--- config.mk ---
export PLATFORM = sky130hd
export DESIGN_NAME = astr_top
export DESIGN_NICKNAME = d
export VERILOG_FILES = /design/src/rtl/astr_pkg.sv /design/src/rtl/astr_baud.sv /design/src/rtl/astr_top.sv
export SDC_FILE = /design/constraint.sdc
export NUM_CORES = 1
export LEC_CHECK = 0
export BUFFER_PORTS_ARGS = -buffer_cell sky130_fd_sc_hd__buf_2
export CAP_MARGIN = 25
export CORE_MARGIN = 2
export CORE_UTILIZATION = 35
export CTS_CLUSTER_DIAMETER = 200
export DETAILED_ROUTE_END_ITERATION = 8
export GPL_ROUTABILITY_DRIVEN = 0
export GPL_TIMING_DRIVEN = 0
export HOLD_SLACK_MARGIN = 0.15
export PLACE_DENSITY = 0.64
export SLEW_MARGIN = 20
export SYNTH_ARGS = -nofsm -noshare
export SYNTH_HDL_FRONTEND = slang
export SYNTH_SLANG_ARGS = --single-unit
--- constraint.sdc ---
create_clock -name clk_sys -period 2.38 [get_ports clk_sys]
set_clock_uncertainty 0.05 [all_clocks]
set_input_delay 0.238 -clock clk_sys [delete_from_list [all_inputs] [get_ports clk_sys]]
set_output_delay 0.238 -clock clk_sys [all_outputs]
set_load 0.01 [all_outputs]
--- src/rtl/astr_pkg.sv ---
package astr_pkg;
    // Register byte offsets on the APB
    localparam logic [7:0] ADDR_CTRL1 = 8'h00;
    localparam logic [7:0] ADDR_CTRL2 = 8'h04;
    localparam logic [7:0] ADDR_CTRL3 = 8'h08;
    localparam logic [7:0] ADDR_STAT1 = 8'h0c;
    localparam logic [7:0] ADDR_STAT2 = 8'h10;
    localparam logic [7:0] ADDR_DATA = 8'h14;
    localparam logic [7:0] ADDR_BAUD = 8'h18;

    // control_register_one fields
    localparam int C1_ENABLE = 0;
    localparam int C1_CHAR9 = 1;
    localparam int C1_INVERT = 2;
    // control_register_two fields
    localparam int C2_TE = 0;
    localparam int C2_RE = 1;
    localparam int C2_BREAK = 2;
    localparam int C2_TEIE = 3;
    localparam int C2_TX_COMPLETE_IRQ_ENABLE = 4;
    localparam int C2_RFIE = 5;
    // control_register_three fields
    localparam int C3_TX9 = 0;
    localparam int C3_RX9 = 1;
    // status_register_one fields
    localparam int S1_TXE = 0;
    localparam int S1_TC = 1;
    localparam int S1_RXF = 2;
    localparam int S1_OVR = 3;
    localparam int S1_NOISE = 4;
    localparam int S1_FRAME = 5;
    localparam int S1_PARITY = 6;
    // status_register_two fields
    localparam int S2_BREAK = 0;
    localparam int S2_RXBUSY = 1;

    // Reset value of the baud divisor (clk_sys cycles per oversample tick)
    localparam logic [15:0] BAUD_DIV_RST = 16'h0082;

    // Oversample positions, counter value n-1 stands for sample n
    localparam logic [3:0] OVS_3 = 4'h2;
    localparam logic [3:0] OVS_5 = 4'h4;
    localparam logic [3:0] OVS_7 = 4'h6;
    localparam logic [3:0] OVS_8 = 4'h7;
    localparam logic [3:0] OVS_9 = 4'h8;
    localparam logic [3:0] OVS_10 = 4'h9;
    localparam logic [3:0] OVS_11 = 4'ha;
    localparam logic [3:0] OVS_16 = 4'hf;

    // Character geometry
    localparam logic [3:0] DATA_BITS8 = 4'h8;
    localparam logic [3:0] DATA_BITS9 = 4'h9;
    localparam logic [3:0] FRAME_LEN8 = 4'ha;
    localparam logic [3:0] FRAME_LEN9 = 4'hb;

    typedef enum logic [1:0] {
        RX_SEARCH = 2'b00,
        RX_START = 2'b01,
        RX_DATA = 2'b11,
        RX_STOP = 2'b10
    } astr_rx_state_t;
endpackage : astr_pkg

--- src/rtl/astr_baud.sv ---
`timescale 1ns/10ps
`default_nettype none
module astr_baud
    import astr_pkg::*;
(
    input wire logic clk_sys,
    input wire logic nrst,
    input wire logic enable,
    input wire logic [15:0] divisor,
    output logic tick
);
    logic [15:0] cnt_r;

    // Down counter, one tick per divisor cycles; zero divisor acts as one
    always_ff @(posedge clk_sys) begin
        if (!nrst || !enable) begin
            cnt_r <= 16'h0000;
            tick <= 1'b0;
        end else if (cnt_r <= 16'h0001) begin
            cnt_r <= divisor;
            tick <= 1'b1;
        end else begin
            cnt_r <= cnt_r - 16'h0001;
            tick <= 1'b0;
        end
    end
endmodule : astr_baud
`default_nettype wire

--- src/rtl/astr_top.sv ---
// Notes on behaviour
// - Transmission starts with all-ones preamble, then frame with 0 start, 1 stop.
// - Empty flag sets when buffer moves to shifter; with enable, raises tx irq.
// - Transmit output idles at one, or at zero with invert set, whenever nothing is shifting.
// - Clearing module enable releases both pins at once.
// - While break bit is set, all-zero characters of current length are sent.
// - After break bit clears, finish the break then send at least one one.
// - Break reception sets framing, full, break flags; buffer and ninth bit zero.
// - Idle character is all ones of character length; one starts every transmission.
// - Enable cleared finishes current character; clear-then-set queues an idle.
// - Invert bit inverts every transmitted level including idle and break.
// - Complete flag: shifter and buffer empty, no break or idle; may raise irq.
// - Enable module then transmitter; status one read then data write clears empty.
// - Length bit picks 8 or 9 bits; ninth bit holds bit 8 or bit 7.
// - Complete character moves to receive buffer, sets full flag, optional irq.
// - Receiver samples at oversample tick, sixteen per bit.
// - Oversample count restarts after start bit and after one-to-zero data change.
// - Start search: zero after three ones; count to sixteen from that edge.
// - Samples 3,5,7 verify start; one stray one is noise, more fail.
// - Data bit is majority of samples 8,9,10; disagreement sets noise.
// - Any one among start samples 8 to 10 sets noise, start kept.
// - Stop samples 8,9,10; majority zero is framing error, disagreement noise.
// - In 9-bit mode the transmit ninth bit supplies data bit 8, frame bit 9 just ahead of the stop bit.
// - Framing error sets in the same cycle as the full flag.
// - New character while full sets overrun; old kept, new dropped.
`timescale 1ns/10ps
`default_nettype none
module astr_top
    import astr_pkg::*;
(
    input wire logic clk_sys,
    input wire logic nrst,
    input wire logic psel,
    input wire logic penable,
    input wire logic pwrite,
    input wire logic [7:0] paddr,
    input wire logic [31:0] pwdata,
    output logic [31:0] prdata,
    output logic pready,
    output logic pslverr,
    input wire logic rxd,
    output logic txd,
    output logic txd_oe,
    output logic rxd_owned,
    output logic tx_irq,
    output logic rx_irq
);
    // Majority of three samples
    function automatic logic maj3(input logic [2:0] s);
        maj3 = (s[0] & s[1]) | (s[0] & s[2]) | (s[1] & s[2]);
    endfunction : maj3

    // Frame length in bit times for the selected character length
    function automatic logic [3:0] frame_len(input logic char9);
        frame_len = char9 ? FRAME_LEN9 : FRAME_LEN8;
    endfunction : frame_len

    // Control registers
    logic en_r, char9_r, inv_r;
    logic te_r, re_r, brk_r, teie_r, tx_complete_irq_enable_r, rfie_r;
    logic tx9_r, rx9_r;
    logic [15:0] baud_r;
    // Status
    logic txe_r, tc_r, rxf_r, ovr_r, nf_r, fe_r, bkf_r;
    logic stat1_seen_r;
    // Transmitter
    logic [7:0] txbuf_r;
    logic [10:0] tx_sh_r;
    logic [3:0] tx_left_r, tx_cnt_r;
    logic pend_idle_r, post_brk_r, te_q_r;
    // Receiver
    astr_rx_state_t rx_st_r;
    logic [3:0] rt_r, rx_bits_r;
    logic [2:0] hist_r, samp_r;
    logic [8:0] rx_sh_r, rxbuf_r;
    logic noise_pend_r, last_one_r;
    // APB
    logic [31:0] rdata_nxt;
    logic mapped;
    logic tick;

    wire logic acc = psel & penable & pready;
    wire logic wr = acc & pwrite;
    wire logic rd = acc & ~pwrite;
    wire logic wr_data = wr && paddr == ADDR_DATA;
    wire logic rd_data = rd && paddr == ADDR_DATA;
    wire logic rx_clr = rd_data & stat1_seen_r;

    astr_baud u_baud (
        .clk_sys(clk_sys),
        .nrst(nrst),
        .enable(en_r),
        .divisor(baud_r),
        .tick(tick)
    );

    // Ready one cycle into the access phase, so every access phase is two cycles
    always_ff @(posedge clk_sys) begin
        if (!nrst) begin
            pready <= 1'b0;
            pslverr <= 1'b0;
            prdata <= 32'h0000_0000;
        end else begin
            pready <= psel & penable & ~pready;
            if (psel & penable & ~pready) begin
                prdata <= pwrite ? 32'h0000_0000 : rdata_nxt;
                pslverr <= ~mapped;
            end
        end
    end

    // Read mux; unmapped offsets answer zero with an error
    always_comb begin
        rdata_nxt = 32'h0000_0000;
        mapped = 1'b1;
        case (paddr)
            ADDR_CTRL1: begin
                rdata_nxt[C1_ENABLE] = en_r;
                rdata_nxt[C1_CHAR9] = char9_r;
                rdata_nxt[C1_INVERT] = inv_r;
            end
            ADDR_CTRL2: begin
                rdata_nxt[C2_TE] = te_r;
                rdata_nxt[C2_RE] = re_r;
                rdata_nxt[C2_BREAK] = brk_r;
                rdata_nxt[C2_TEIE] = teie_r;
                rdata_nxt[C2_TX_COMPLETE_IRQ_ENABLE] = tx_complete_irq_enable_r;
                rdata_nxt[C2_RFIE] = rfie_r;
            end
            ADDR_CTRL3: begin
                rdata_nxt[C3_TX9] = tx9_r;
                rdata_nxt[C3_RX9] = rx9_r;
            end
            ADDR_STAT1: begin
                rdata_nxt[S1_TXE] = txe_r;
                rdata_nxt[S1_TC] = tc_r;
                rdata_nxt[S1_RXF] = rxf_r;
                rdata_nxt[S1_OVR] = ovr_r;
                rdata_nxt[S1_NOISE] = nf_r;
                rdata_nxt[S1_FRAME] = fe_r;
            end
            ADDR_STAT2: begin
                rdata_nxt[S2_BREAK] = bkf_r;
                rdata_nxt[S2_RXBUSY] = rx_st_r != RX_SEARCH;
            end
            ADDR_DATA: rdata_nxt[7:0] = rxbuf_r[7:0];
            ADDR_BAUD: rdata_nxt[15:0] = baud_r;
            default: mapped = 1'b0;
        endcase
    end

    // Software-written control bits
    always_ff @(posedge clk_sys) begin
        if (!nrst) begin
            {en_r, char9_r, inv_r} <= 3'h0;
            {te_r, re_r, brk_r, teie_r, tx_complete_irq_enable_r, rfie_r} <= 6'h00;
            tx9_r <= 1'b0;
            baud_r <= BAUD_DIV_RST;
        end else if (wr) begin
            case (paddr)
                ADDR_CTRL1: begin
                    en_r <= pwdata[C1_ENABLE];
                    char9_r <= pwdata[C1_CHAR9];
                    inv_r <= pwdata[C1_INVERT];
                end
                ADDR_CTRL2: begin
                    te_r <= pwdata[C2_TE];
                    re_r <= pwdata[C2_RE];
                    brk_r <= pwdata[C2_BREAK];
                    teie_r <= pwdata[C2_TEIE];
                    tx_complete_irq_enable_r <= pwdata[C2_TX_COMPLETE_IRQ_ENABLE];
                    rfie_r <= pwdata[C2_RFIE];
                end
                ADDR_CTRL3: tx9_r <= pwdata[C3_TX9];
                ADDR_BAUD: baud_r <= pwdata[15:0];
                default: ;
            endcase
        end
    end

    // Status-one read arms the clear; the next data access consumes it
    always_ff @(posedge clk_sys) begin
        if (!nrst) begin
            stat1_seen_r <= 1'b0;
        end else if (rd && paddr == ADDR_STAT1) begin
            stat1_seen_r <= 1'b1;
        end else if (wr_data || rd_data) begin
            stat1_seen_r <= 1'b0;
        end
    end

    // Transmitter timing: one bit per sixteen oversample ticks
    wire logic tx_bit_end = tick && tx_cnt_r == OVS_16;
    wire logic tx_active = tx_left_r != 4'h0;
    wire logic tx_reload = tx_bit_end && tx_left_r <= 4'h1;

    always_ff @(posedge clk_sys) begin
        if (!nrst || !en_r) begin
            tx_cnt_r <= 4'h0;
        end else if (tick) begin
            tx_cnt_r <= tx_cnt_r + 4'h1;
        end
    end

    // Enable rising edge: preamble on start, queued idle when toggled
    always_ff @(posedge clk_sys) begin
        if (!nrst || !en_r) begin
            te_q_r <= 1'b0;
            pend_idle_r <= 1'b0;
        end else begin
            te_q_r <= te_r;
            if (te_r && !te_q_r) begin
                pend_idle_r <= 1'b1;
            end else if (tx_reload && te_r) begin
                pend_idle_r <= 1'b0;
            end
        end
    end

    // Shift register and character selection at each frame boundary
    always_ff @(posedge clk_sys) begin
        if (!nrst || !en_r) begin
            tx_sh_r <= 11'h7ff;
            tx_left_r <= 4'h0;
            post_brk_r <= 1'b0;
        end else if (tx_bit_end && tx_left_r > 4'h1) begin
            tx_sh_r <= {1'b1, tx_sh_r[10:1]};
            tx_left_r <= tx_left_r - 4'h1;
        end else if (tx_reload) begin
            if (!te_r) begin
                tx_left_r <= 4'h0;
                post_brk_r <= 1'b0;
            end else if (pend_idle_r) begin
                tx_sh_r <= 11'h7ff;
                tx_left_r <= frame_len(char9_r);
            end else if (brk_r) begin
                tx_sh_r <= 11'h000;
                tx_left_r <= frame_len(char9_r);
                post_brk_r <= 1'b1;
            end else if (post_brk_r) begin
                tx_sh_r <= 11'h7ff;
                tx_left_r <= 4'h1;
                post_brk_r <= 1'b0;
            end else if (!txe_r) begin
                // Start bit low end, stop bit high end
                tx_sh_r <= char9_r ? {1'b1, tx9_r, txbuf_r, 1'b0}
                                   : {2'b11, txbuf_r, 1'b0};
                tx_left_r <= frame_len(char9_r);
            end else begin
                tx_left_r <= 4'h0;
            end
        end
    end

    // Transmit buffer and empty flag; the set wins over the clear
    wire logic txe_set = tx_reload && te_r && !pend_idle_r && !brk_r &&
        !post_brk_r && !txe_r;
    always_ff @(posedge clk_sys) begin
        if (!nrst) begin
            txbuf_r <= 8'h00;
            txe_r <= 1'b1;
        end else begin
            if (wr_data) begin
                txbuf_r <= pwdata[7:0];
            end
            if (txe_set || !en_r) begin
                txe_r <= 1'b1;
            end else if (wr_data && stat1_seen_r) begin
                txe_r <= 1'b0;
            end
        end
    end

    // Complete: nothing shifting, buffer empty, no idle or break pending
    always_ff @(posedge clk_sys) begin
        if (!nrst) begin
            tc_r <= 1'b1;
        end else begin
            tc_r <= txe_r && !tx_active && !pend_idle_r && !brk_r &&
                !post_brk_r;
        end
    end

    // Pin drive; released whenever the module is disabled
    always_ff @(posedge clk_sys) begin
        if (!nrst) begin
            txd <= 1'b1;
            txd_oe <= 1'b0;
            rxd_owned <= 1'b0;
        end else begin
            txd <= inv_r ^ (tx_active ? tx_sh_r[0] : 1'b1);
            txd_oe <= en_r;
            rxd_owned <= en_r;
        end
    end

    // Interrupt requests
    always_ff @(posedge clk_sys) begin
        if (!nrst) begin
            tx_irq <= 1'b0;
            rx_irq <= 1'b0;
        end else begin
            tx_irq <= (txe_r & teie_r) | (tc_r & tx_complete_irq_enable_r);
            rx_irq <= rxf_r & rfie_r;
        end
    end

    // Receiver sampling
    wire logic rx_go = tick & en_r & re_r;
    wire logic [2:0] trio = {samp_r[1:0], rxd};
    wire logic [3:0] nbits = char9_r ? DATA_BITS9 : DATA_BITS8;
    wire logic uneven = trio != 3'b000 && trio != 3'b111;
    wire logic resync = rx_st_r == RX_DATA && last_one_r && hist_r[0] &&
        !rxd && rt_r >= OVS_11;
    wire logic bit_wrap = rt_r == OVS_16 || resync;
    wire logic stop_done = rx_go && rx_st_r == RX_STOP && rt_r == OVS_10;
    wire logic stop_bad = !maj3(trio);
    wire logic [8:0] rx_word = char9_r ? rx_sh_r : {1'b0, rx_sh_r[7:0]};
    wire logic is_break = stop_bad && rx_word == 9'h000;

    always_ff @(posedge clk_sys) begin
        if (!nrst || !en_r || !re_r) begin
            rx_st_r <= RX_SEARCH;
            rt_r <= 4'h0;
            hist_r <= 3'b000;
            samp_r <= 3'b000;
            rx_bits_r <= 4'h0;
            rx_sh_r <= 9'h000;
            noise_pend_r <= 1'b0;
            last_one_r <= 1'b0;
        end else if (rx_go) begin
            hist_r <= {hist_r[1:0], rxd};
            case (rx_st_r)
                RX_SEARCH: begin
                    if (hist_r == 3'b111 && !rxd) begin
                        rx_st_r <= RX_START;
                        rt_r <= 4'h1; // Edge tick is sample 1
                        noise_pend_r <= 1'b0;
                        rx_sh_r <= 9'h000;
                    end
                end
                RX_START: begin
                    rt_r <= rt_r + 4'h1;
                    if (rt_r == OVS_3 || rt_r == OVS_5) begin
                        samp_r <= trio;
                    end
                    if (rt_r == OVS_7) begin
                        if (maj3(trio)) begin
                            rx_st_r <= RX_SEARCH;
                        end else if (trio != 3'b000) begin
                            noise_pend_r <= 1'b1;
                        end
                    end
                    if (rt_r >= OVS_8 && rt_r <= OVS_10 && rxd) begin
                        noise_pend_r <= 1'b1;
                    end
                    if (rt_r == OVS_16) begin
                        rx_st_r <= RX_DATA;
                        rt_r <= 4'h0;
                        rx_bits_r <= 4'h0;
                        last_one_r <= 1'b0;
                    end
                end
                RX_DATA: begin
                    rt_r <= resync ? 4'h1 : bit_wrap ? 4'h0 : rt_r + 4'h1;
                    if (rt_r == OVS_8 || rt_r == OVS_9) begin
                        samp_r <= trio;
                    end
                    if (rt_r == OVS_10) begin
                        rx_sh_r[rx_bits_r] <= maj3(trio);
                        last_one_r <= maj3(trio);
                        rx_bits_r <= rx_bits_r + 4'h1;
                        if (uneven) begin
                            noise_pend_r <= 1'b1;
                        end
                    end
                    if (bit_wrap && rx_bits_r == nbits) begin
                        rx_st_r <= RX_STOP;
                    end
                end
                RX_STOP: begin
                    rt_r <= rt_r + 4'h1;
                    if (rt_r == OVS_8 || rt_r == OVS_9) begin
                        samp_r <= trio;
                    end
                    if (rt_r == OVS_10) begin
                        rx_st_r <= RX_SEARCH;
                    end
                end
                default: rx_st_r <= RX_SEARCH;
            endcase
        end
    end

    // Receive buffer, ninth bit and receive flags; sets win over clears
    always_ff @(posedge clk_sys) begin
        if (!nrst) begin
            rxbuf_r <= 9'h000;
            rx9_r <= 1'b0;
            {rxf_r, ovr_r, nf_r, fe_r, bkf_r} <= 5'h00;
        end else if (stop_done && rxf_r) begin
            ovr_r <= 1'b1;
        end else if (stop_done) begin
            rxbuf_r <= rx_word;
            rx9_r <= char9_r ? rx_sh_r[8] : rx_sh_r[7];
            rxf_r <= 1'b1;
            fe_r <= stop_bad | (fe_r & ~rx_clr);
            nf_r <= noise_pend_r | uneven | (nf_r & ~rx_clr);
            bkf_r <= is_break | (bkf_r & ~rx_clr);
        end else if (rx_clr) begin
            {rxf_r, ovr_r, nf_r, fe_r, bkf_r} <= 5'h00;
        end
    end
endmodule : astr_top
`default_nettype wire

[Yosys cells after proc, flatten, opt, wreduce, memory -nomap -nowiden]
Index checks and enable logic that the tools add are counted.
Cells by class
  $add $sub $neg: 5
  magnitude comparators: 8
  equal/unequal tests: 37
  muxes and demuxes: 78
  bitwise operators: 32
  reduce and logical (&&, ||, !) cells: 85
Operators by type and width (count)
  4-bit two-way mux: 13
  11-bit two-way mux: 4
  10-bit two-way mux: 4
  16-bit two-way mux: 2
  1-bit logical AND: 31
  1-bit two-way mux: 30
  9-bit two-way mux: 3
  8-bit by 5-bit == test with 1-bit output, second input constant: 3
  2-bit nonzero test: 10
  3-bit != test, second input constant: 6
  9-bit case mux with 2 select lines: 1
  1-bit bitwise AND: 17
  4-bit == test, second input constant: 4
  8-bit by 4-bit == test with 1-bit output, second input constant: 2
  16-bit by 1-bit <= comparator with 1-bit output, second input constant: 1
  2-bit two-way mux: 8
  4-bit case mux with 4 select lines: 1
  2-bit AND reduction: 8
  16-bit by 1-bit subtractor with 16-bit output, second input constant: 1
  2-bit case mux with 7 select lines: 1
  4-bit by 1-bit adder with 4-bit output, second input constant: 3
  4-bit by 3-bit == test with 1-bit output, second input constant: 3
  3-bit case mux with 4 select lines: 1
  4-bit AND reduction: 3
  42 further kinds: 85
Word-level totals
  register bits after elaboration: 154
  input port bits: 46
  output and inout bits: 39
  logic and storage cells: 291

[Depth between registers and ports, before layout]
Gate-level depths: netlist of run 1.
  depth in word-level cells: 10
  mapped depth: 9
  gate-level depth less buffers: 7

[Hierarchy]
From an unflattened synthesis of run 1, not the netlist that was laid out.
Unflattened totals
  cell total of the unflattened synthesis: 825
  area total of the unflattened synthesis: 7001.7 um^2
By module, submodules not included
  astr_top: instances 1, cells an instance 728, area an instance 6102.1 um^2, seq. area each 2422.3 um^2
  astr_baud: instances 1, cells an instance 97, area an instance 899.6 um^2, seq. area each 340.3 um^2

[Worst setup path before layout of run 1]
OpenSTA, ideal clock, no wires.
  path type: reg2reg
  start point: reg rt_r[1]
  end point: reg rxbuf_r[0]
  setup time: 0.128 ns
  arrival time: 1.660 ns
  data required time: 2.202 ns
  path slack: 0.542 ns
  stages on the path, launching flop included: 10
  path buffers: 2
  period minus slack after synthesis: 1.838 ns
  cell sequence: dfxtp_1 > inv_1 > ha_1 > and3b_1 > and3_1 > nor2b_1 > buf_4 > buf_6 > mux2i_1 > nor2_1
Between the ends
  cells in the longest elaborated chain, start to end: 5
RTL lines
  start: declaration: line astr_top.sv:73  | logic [3:0] rt_r, rx_bits_r;
  start signal: assignment: line astr_top.sv:343  | rt_r <= rt_r + 4'h1;
  start signal: assignment: line astr_top.sv:365  | rt_r <= resync ? 4'h1 : bit_wrap ? 4'h0 : rt_r + 4'h1;
  start signal: assignment: line astr_top.sv:382  | rt_r <= rt_r + 4'h1;
  4-bit == test *: line astr_top.sv:316  | wire logic stop_done = rx_go && rx_st_r == RX_STOP && rt_r == OVS_10;
  1-bit logical AND *: line astr_top.sv:316
  1-bit logical AND: line astr_top.sv:401  | end else if (stop_done && rxf_r) begin
  1-bit NOT (no line)
  2-bit AND reduction (no line) *
  end signal: assignment: line astr_top.sv:404  | rxbuf_r <= rx_word;
  end: declaration: line astr_top.sv:75  | logic [8:0] rx_sh_r, rxbuf_r;
Mark *: on every way between the ends. The rest lies on a longest branch, timed or not.
A chain may end at the register's enable or synchronous reset.

[Worst setup path after layout of run 1]
  start point: in paddr[6]
  end point: reg baud_r[7]
Between the ends
  cells in the longest elaborated chain, start to end: 2
RTL lines
  start: declaration: line astr_top.sv:36  | input wire logic [7:0] paddr,
  8-bit by 5-bit == test with 1-bit output: line astr_top.sv:160  | case (paddr)
  2-bit AND reduction (no line)
  end signal: assignment: line astr_top.sv:175  | ADDR_BAUD: baud_r <= pwdata[15:0];
  end: declaration: line astr_top.sv:62  | logic [15:0] baud_r;
Every way passes these cells.

==> flow_summary.toml, run 1 <==
[worst_setup_path]
reg2reg_to = "rxbuf_r[0]"
worstPathArrival_ps = 2440
endpoint_kind = "flip-flop"
crit_path_start = "paddr[6]"
r2r_slack_ps = 220
slowest_delay_ps = 530
cp.required_ps = 2630
crit_slowest_cell = "dlygate4sd3_1"
endpoint = "baud_r[7]"
critical_path_class = "input port to flip-flop"
path_cells = "dlygate4sd3_1 > buf_2 > nor3_1 > nand3_4 > nor2_4 > buf_4 > mux2i_1 > nand2_1"
crit_fanout = 10
r2r_start = "rt_r[1]"
reg2regPathDepth = 9
worstSetupStartpointType = "input port"

[timing]
finalMaxSlewViolations = 0
slew-limit-headroom = 0.461
finalSetupViolations = 0
hold_violations = 0
max_freq_mhz = 455
final.setup.tns_ps = 0
period_share = 0.923
worst_slew_pin_slew_ps = 802
fin_crit_ps = 2200
grt_setup_unrepaired = "false"

[global_routing]
grt-busiest-layer = "met2"
grt_pass1_vias = 5594
gr-total-overflow = 0
globalRouteTotalUtil = 0.178
grt_pass1_wl_um = 28300
grt_use_met2 = 0.286
antenna_found_initial = 1
use_met1 = 0.233
grt_use_met3 = 0.0394
grt_max_degree = 17

[drt]
drtAntennaViolNets = 0
drc = 0
routed_via_density = 5.24
drt_iter0_drc = 468
first_pass_iters = 5
wl_per_cell_um = 15.5
wl_um = 17600
vias = 5963

[floorplanning]
start_util = 0.357
dieArea_mm2 = 0.0202
ios = 85
rows = 50
fp.dieW_um = 142
core_mm2 = 0.0187
die-height_um = 142

[finish]
fin_nets = 952
finish.instance_area_mm2 = 0.00812
drive_above_1_share = 0.148
num-fill-cells = 1861
area_growth_pct = 21.6
seq_area_mm2 = 0.00276
stdcell_count = 1138
multiInputGateArea_mm2 = 0.00358
diodes = 0

[power_and_ir_drop]
p_leak_nw = 3.09
ir_drop_mv = 0.421
cellPowerDensity_mw_per_mm2 = 658

[placement]
place_hpwl_um = 12700
post_dp_cell_area_mm2 = 0.00728
place_inst = 1087
portBuffers = 50

[cts]
root_buffer = "clkbuf_16"
cts.sinks = 138
h-tree-depth = 4
clock_latency_ps = 430
cts_made_buffers = 17
clock_path_buffers = 2
cts_tree = "yes"
clk_pin_slew_ps = 60

[synth]
ys_seq_area_frac = 0.414
synth_edf_count = 0
synth_cells = 788
ys_warn_count = 0
avgSynthCellArea_um2 = 8.47
netlist_area_mm2 = 0.00668
synth_ff_type = "dfxtp_1"
async_flop_share = 0
ys_types = 65
ys_ff_latch = 138

[status]
status = "finished, final reports clean"

[hold_path]
hp-class = "input port to flip-flop"

[run]
maxCapViolCount = 0
[Yosys cell counts, drive strengths merged, types with 3 or more instances]
| library cell | count | area (um^2) |
|---|---|---|
| dfxtp | 138 | 2760 |
| nor2 | 98 | 380 |
| nand2 | 82 | 308 |
| a21oi | 56 | 280 |
| o21ai | 53 | 265 |
| mux2i | 40 | 400 |
| nand3 | 35 | 180 |
| buf | 33 | 228 |
| clkbuf | 28 | 106 |
| nor3 | 23 | 115 |
| inv | 17 | 63.8 |
| a31oi | 16 | 100 |
| ha | 15 | 188 |
| a22oi | 13 | 97.6 |
| xnor2 | 13 | 114 |
| a211oi | 11 | 113 |
| nand4 | 11 | 75.1 |
| nor4 | 11 | 98.8 |
| o211ai | 11 | 82.6 |
| xor2 | 9 | 78.8 |
| and3 | 7 | 43.8 |
| nand4b | 6 | 58.8 |
| nor3b | 5 | 37.5 |
| a22o | 4 | 35.0 |
| and3b | 4 | 35.0 |
| nor2b | 4 | 25.0 |
| or3 | 4 | 25.0 |
| a222oi | 3 | 30.0 |
| nand3b | 3 | 22.5 |
[flip-flops by register name, summed over array words and instances (netlist names), 2 cells and up]
name,flops
baud_r,16
prdata,16
u_baud.cnt_r,16
tx_sh_r,11
rx_sh_r,9
rxbuf_r,8
txbuf_r,8
rt_r,4
rx_bits_r,4
tx_cnt_r,4
tx_left_r,4
hist_r,3
rx_st_r,2
samp_r,2
[placed cells by master, fill, tap and decap left out, types with 5 or more instances in the layout]
master         instances
and3_1                 7
nor2_1                94
o211ai_1              11
xor2_1                 9
nor3b_1                5
nand2_1               82
nor3_1                23
buf_1                  5
ha_1                  15
buf_2                 55
mux2i_1               40
a31oi_1               16
a22oi_1               13
a211oi_2               6
o21ai_0               53
xnor2_1               13
conb_1                16
buf_4                 20
a211oi_1               5
nand4_1               10
a21oi_1               56
inv_1                 17
dlygate4sd3_1         19
nor4_1                 9
clkbuf_16             17
nand3_1               34
clkbuf_1              28
nand4b_1               5
dfxtp_1              138
[what timing repair did]
item                                   in CTS  in global routing
setup endpoints to repair                   0                  7
endpoints found under the hold margin      36                  0
hold buffers                               19                  0
gates resized for setup                     0                  3
setup buffers                               0                  0
[worst min-delay path by stage]
stage | slack, ps | depth (start not counted) | endpoint | start
floorplan | 310 | 2 | baud_r[1] | pwdata[1]
global placement | 390 | 2 | prdata[7] | prdata[7]
detailed placement | 400 | 2 | prdata[7] | prdata[7]
CTS | 150 | 4 | prdata[2] | paddr[7]
global route | 190 | 4 | prdata[5] | paddr[7]
finish | 160 | 4 | prdata[2] | paddr[7]
[routing by layer]
| layer | vias to the layer above | wire length, um |
|---|---|---|
| li1 | 2993 | - |
| met1 | 2817 | 8310 |
| met2 | 124 | 8230 |
| met3 | 27 | 715 |
| met4 | 2 | 347 |
| met5 | - | 9 |
[layout make-up]
type,count,share of cell area
Tap cell,234,0.0361
Sequential cell,138,0.340
Multi-Input combinational cell,586,0.441
Clock buffer,21,0.0579
Buffer,61,0.0411
Inverter,18,0.00832
Timing Repair Buffer,69,0.0542
Clock inverter,11,0.0206
[power breakdown]
group	internal [mW]	switching, mW
Clock	1.83	1.02
Combinational	0.0745	0.101
Sequential	2.31	0.00115
Total	4.22	1.12
[logic make-up after synthesis]
| logic type | Yosys count | share of synthesized area |
|---|---|---|
| mux | 43 | 0.0684 |
| buf+inv | 79 | 0.0601 |
| fa+ha+maj | 17 | 0.0311 |
| compound gates | 180 | 0.166 |
| simple gates | 308 | 0.231 |
| xor+xnor | 22 | 0.0289 |
| flops | 138 | 0.414 |
| other cells | 1 | 0.000562 |
[metrics by stage]
stage	utilization	hold WS, ps	setup slack [ps]	total power, mW
final	0.434	163	184	5.34
after global routing	0.434	194	35.0	5.50
after CTS	0.433	154	112	5.37
after detailed placement	0.389	399	151	2.51
after global placement	0.389	392	180	2.51
after floorplan	-	312	542	2.45
[critical path: cells and delay by family]
family	cells	cell delay [ps]
and+or+nand+nor	4	1090
buffers and inverters	3	920
muxes	1	190
Note: power is estimated with default switching activity, not from simulation.
==> run 2: changes to the inputs <==
Settings changed: CELL_PAD_IN_SITES_DETAIL_PLACEMENT set to 1, CELL_PAD_IN_SITES_GLOBAL_PLACEMENT set to 1, CORE_UTILIZATION 35 to 44, PLACE_DENSITY 0.64 to 0.91.
==> run 2 against run 1 <==
Non-clock buffer count rose by 2. Combinational power rose by 9%. First-iteration DRC count rose by 23%. Critical endpoint is now rx_bits_r[3].
==> flow_summary.toml, run 2 (synthesis results as in run 1) <==
[status]
status = "finished, final reports clean"

[worst_setup_path]
worstPathArrival_ps = 2510
crit_fanout = 10
reg2regPathDepth = 6
endpoint_kind = "flip-flop"
r2r_slack_ps = 130
crit_path_start = "rx_st_r[1]"
endpoint = "rx_bits_r[3]"
worstSetupStartpointType = "flip-flop"
critical_path_class = "flip-flop to flip-flop"
reg2reg_to = "rx_bits_r[3]"
cp.required_ps = 2650
r2r_start = "rx_st_r[1]"

[timing]
grt_setup_unrepaired = "false"
finalMaxSlewViolations = 0
fin_crit_ps = 2250
final.setup.tns_ps = 0
setup_slack_ps = 135
max_freq_mhz = 445
period_share = 0.943
worst_slew_pin_slew_ps = 871
finalSetupViolations = 0
hold_violations = 0
slew-limit-headroom = 0.419

[finish]
diodes = 0
area_growth_pct = 20.4
stdcell_count = 1094
drive_above_1_share = 0.151
fin_nets = 954
final_common_cell = "dfxtp_1"
top_regs = "baud_r: 16 flops, prdata: 16 flops, u_baud.cnt_r: 16 flops"
layout_common_cells = "138 x dfxtp_1, 94 x nor2_1, 82 x nand2_1"

[cts]
root_buffer = "clkbuf_16"
cts_made_buffers = 17
cts.sinks = 138
clock_path_buffers = 2
h-tree-depth = 4
cts_tree = "yes"
clk_pin_slew_ps = 60
clock_latency_ps = 450

[placement]
portBuffers = 50
place_inst = 1041
place_hpwl_um = 14600
post-place-ws_ps = 136

[power_and_ir_drop]
p_leak_nw = 3.09
ir_drop_mv = 0.489
cellPowerDensity_mw_per_mm2 = 656

[drt]
drt_iter0_drc = 577
drtAntennaViolNets = 0
wl_per_cell_um = 21.6
routed_via_density = 6.08
vias = 6654
wl_um = 23700
drc = 0
first_pass_iters = 6

[floorplanning]
dieArea_mm2 = 0.0162
die-height_um = 127
ios = 85
fp.dieW_um = 127
core_mm2 = 0.0150
start_util = 0.444
rows = 45

[run]
maxCapViolCount = 0

[global_routing]
antenna_found_initial = 0
gr-total-overflow = 0
grt_pass1_vias = 6874
grt_max_degree = 17
grt_pass1_wl_um = 37000
globalRouteTotalUtil = 0.294

[hold_path]
hp-class = "input port to flip-flop"
run 2: changes by cell type in the layout (fill, tap and decap cells not counted), moves of 2 or more:
cell        change
buf_4           +3
bufinv_16       -2
clkbuf_1        +2
clkbuf_8        +3
clkinvlp_4      -2
run 2: area by class of cell:
type | instances | area [um^2]
Fill cell | 1764 | 6990
Clock buffer | 26 | 519
Timing Repair Buffer | 71 | 453
Clock inverter | 6 | 83.8
Inverter | 18 | 67.6
Sequential cell | 138 | 2760
Tap cell | 188 | 235
Buffer | 61 | 334
Multi-Input combinational cell | 586 | 3580
run 2: worst max-delay path, stage by stage, from the launching register on:
cell,delay [ps]
dfxtp_1,450
clkbuf_1,460
nand4b_1,270
a21oi_1,500
nand4_1,170
xor2_1,170
nor2_1,50
run 2: how the worst min path moves through the flow:
stage,startpoint,endpoint,cells past startpoint
after floorplan,pwdata[1],baud_r[1],2
after global placement,fe_r,fe_r,2
after detailed placement,prdata[6],prdata[6],2
after CTS,rxd,hist_r[0],3
after global routing,rxd,hist_r[0],3
final,rxd,hist_r[0],3
run 2: per-layer routing:
layer	GRT usage	part of all wire	vias up
met5	0	0	-
met4	0.121	0.040	0
met3	0.0699	0.066	83
met2	0.525	0.51	313
met1	0.338	0.38	3270
li1	-	-	2988
run 2: timing repair:
item,CTS,global route
setup endpoints to repair,0,26
hold buffers,18,0
gates resized for setup,0,4
setup buffers,0,3
endpoints found under the hold margin,33,0
run 2: through the flow:
step | instance area (um^2) | hold WS (ps) | total power, mW | utilization
after floorplan | 6730 | 312 | 2.45 | -
after detailed placement | 7220 | 404 | 2.52 | 0.480
after CTS | 8000 | 163 | 5.24 | 0.532
final | 8040 | 159 | 5.27 | 0.535
after global routing | 8040 | 183 | 5.39 | 0.535
after global placement | 7220 | 398 | 2.51 | 0.480
run 2: power breakdown:
group,internal (mW),switching (mW),leakage (nW)
clock network,1.71,1.06,0.300
logic,0.0738,0.117,1.68
registers,2.31,0.00131,1.11
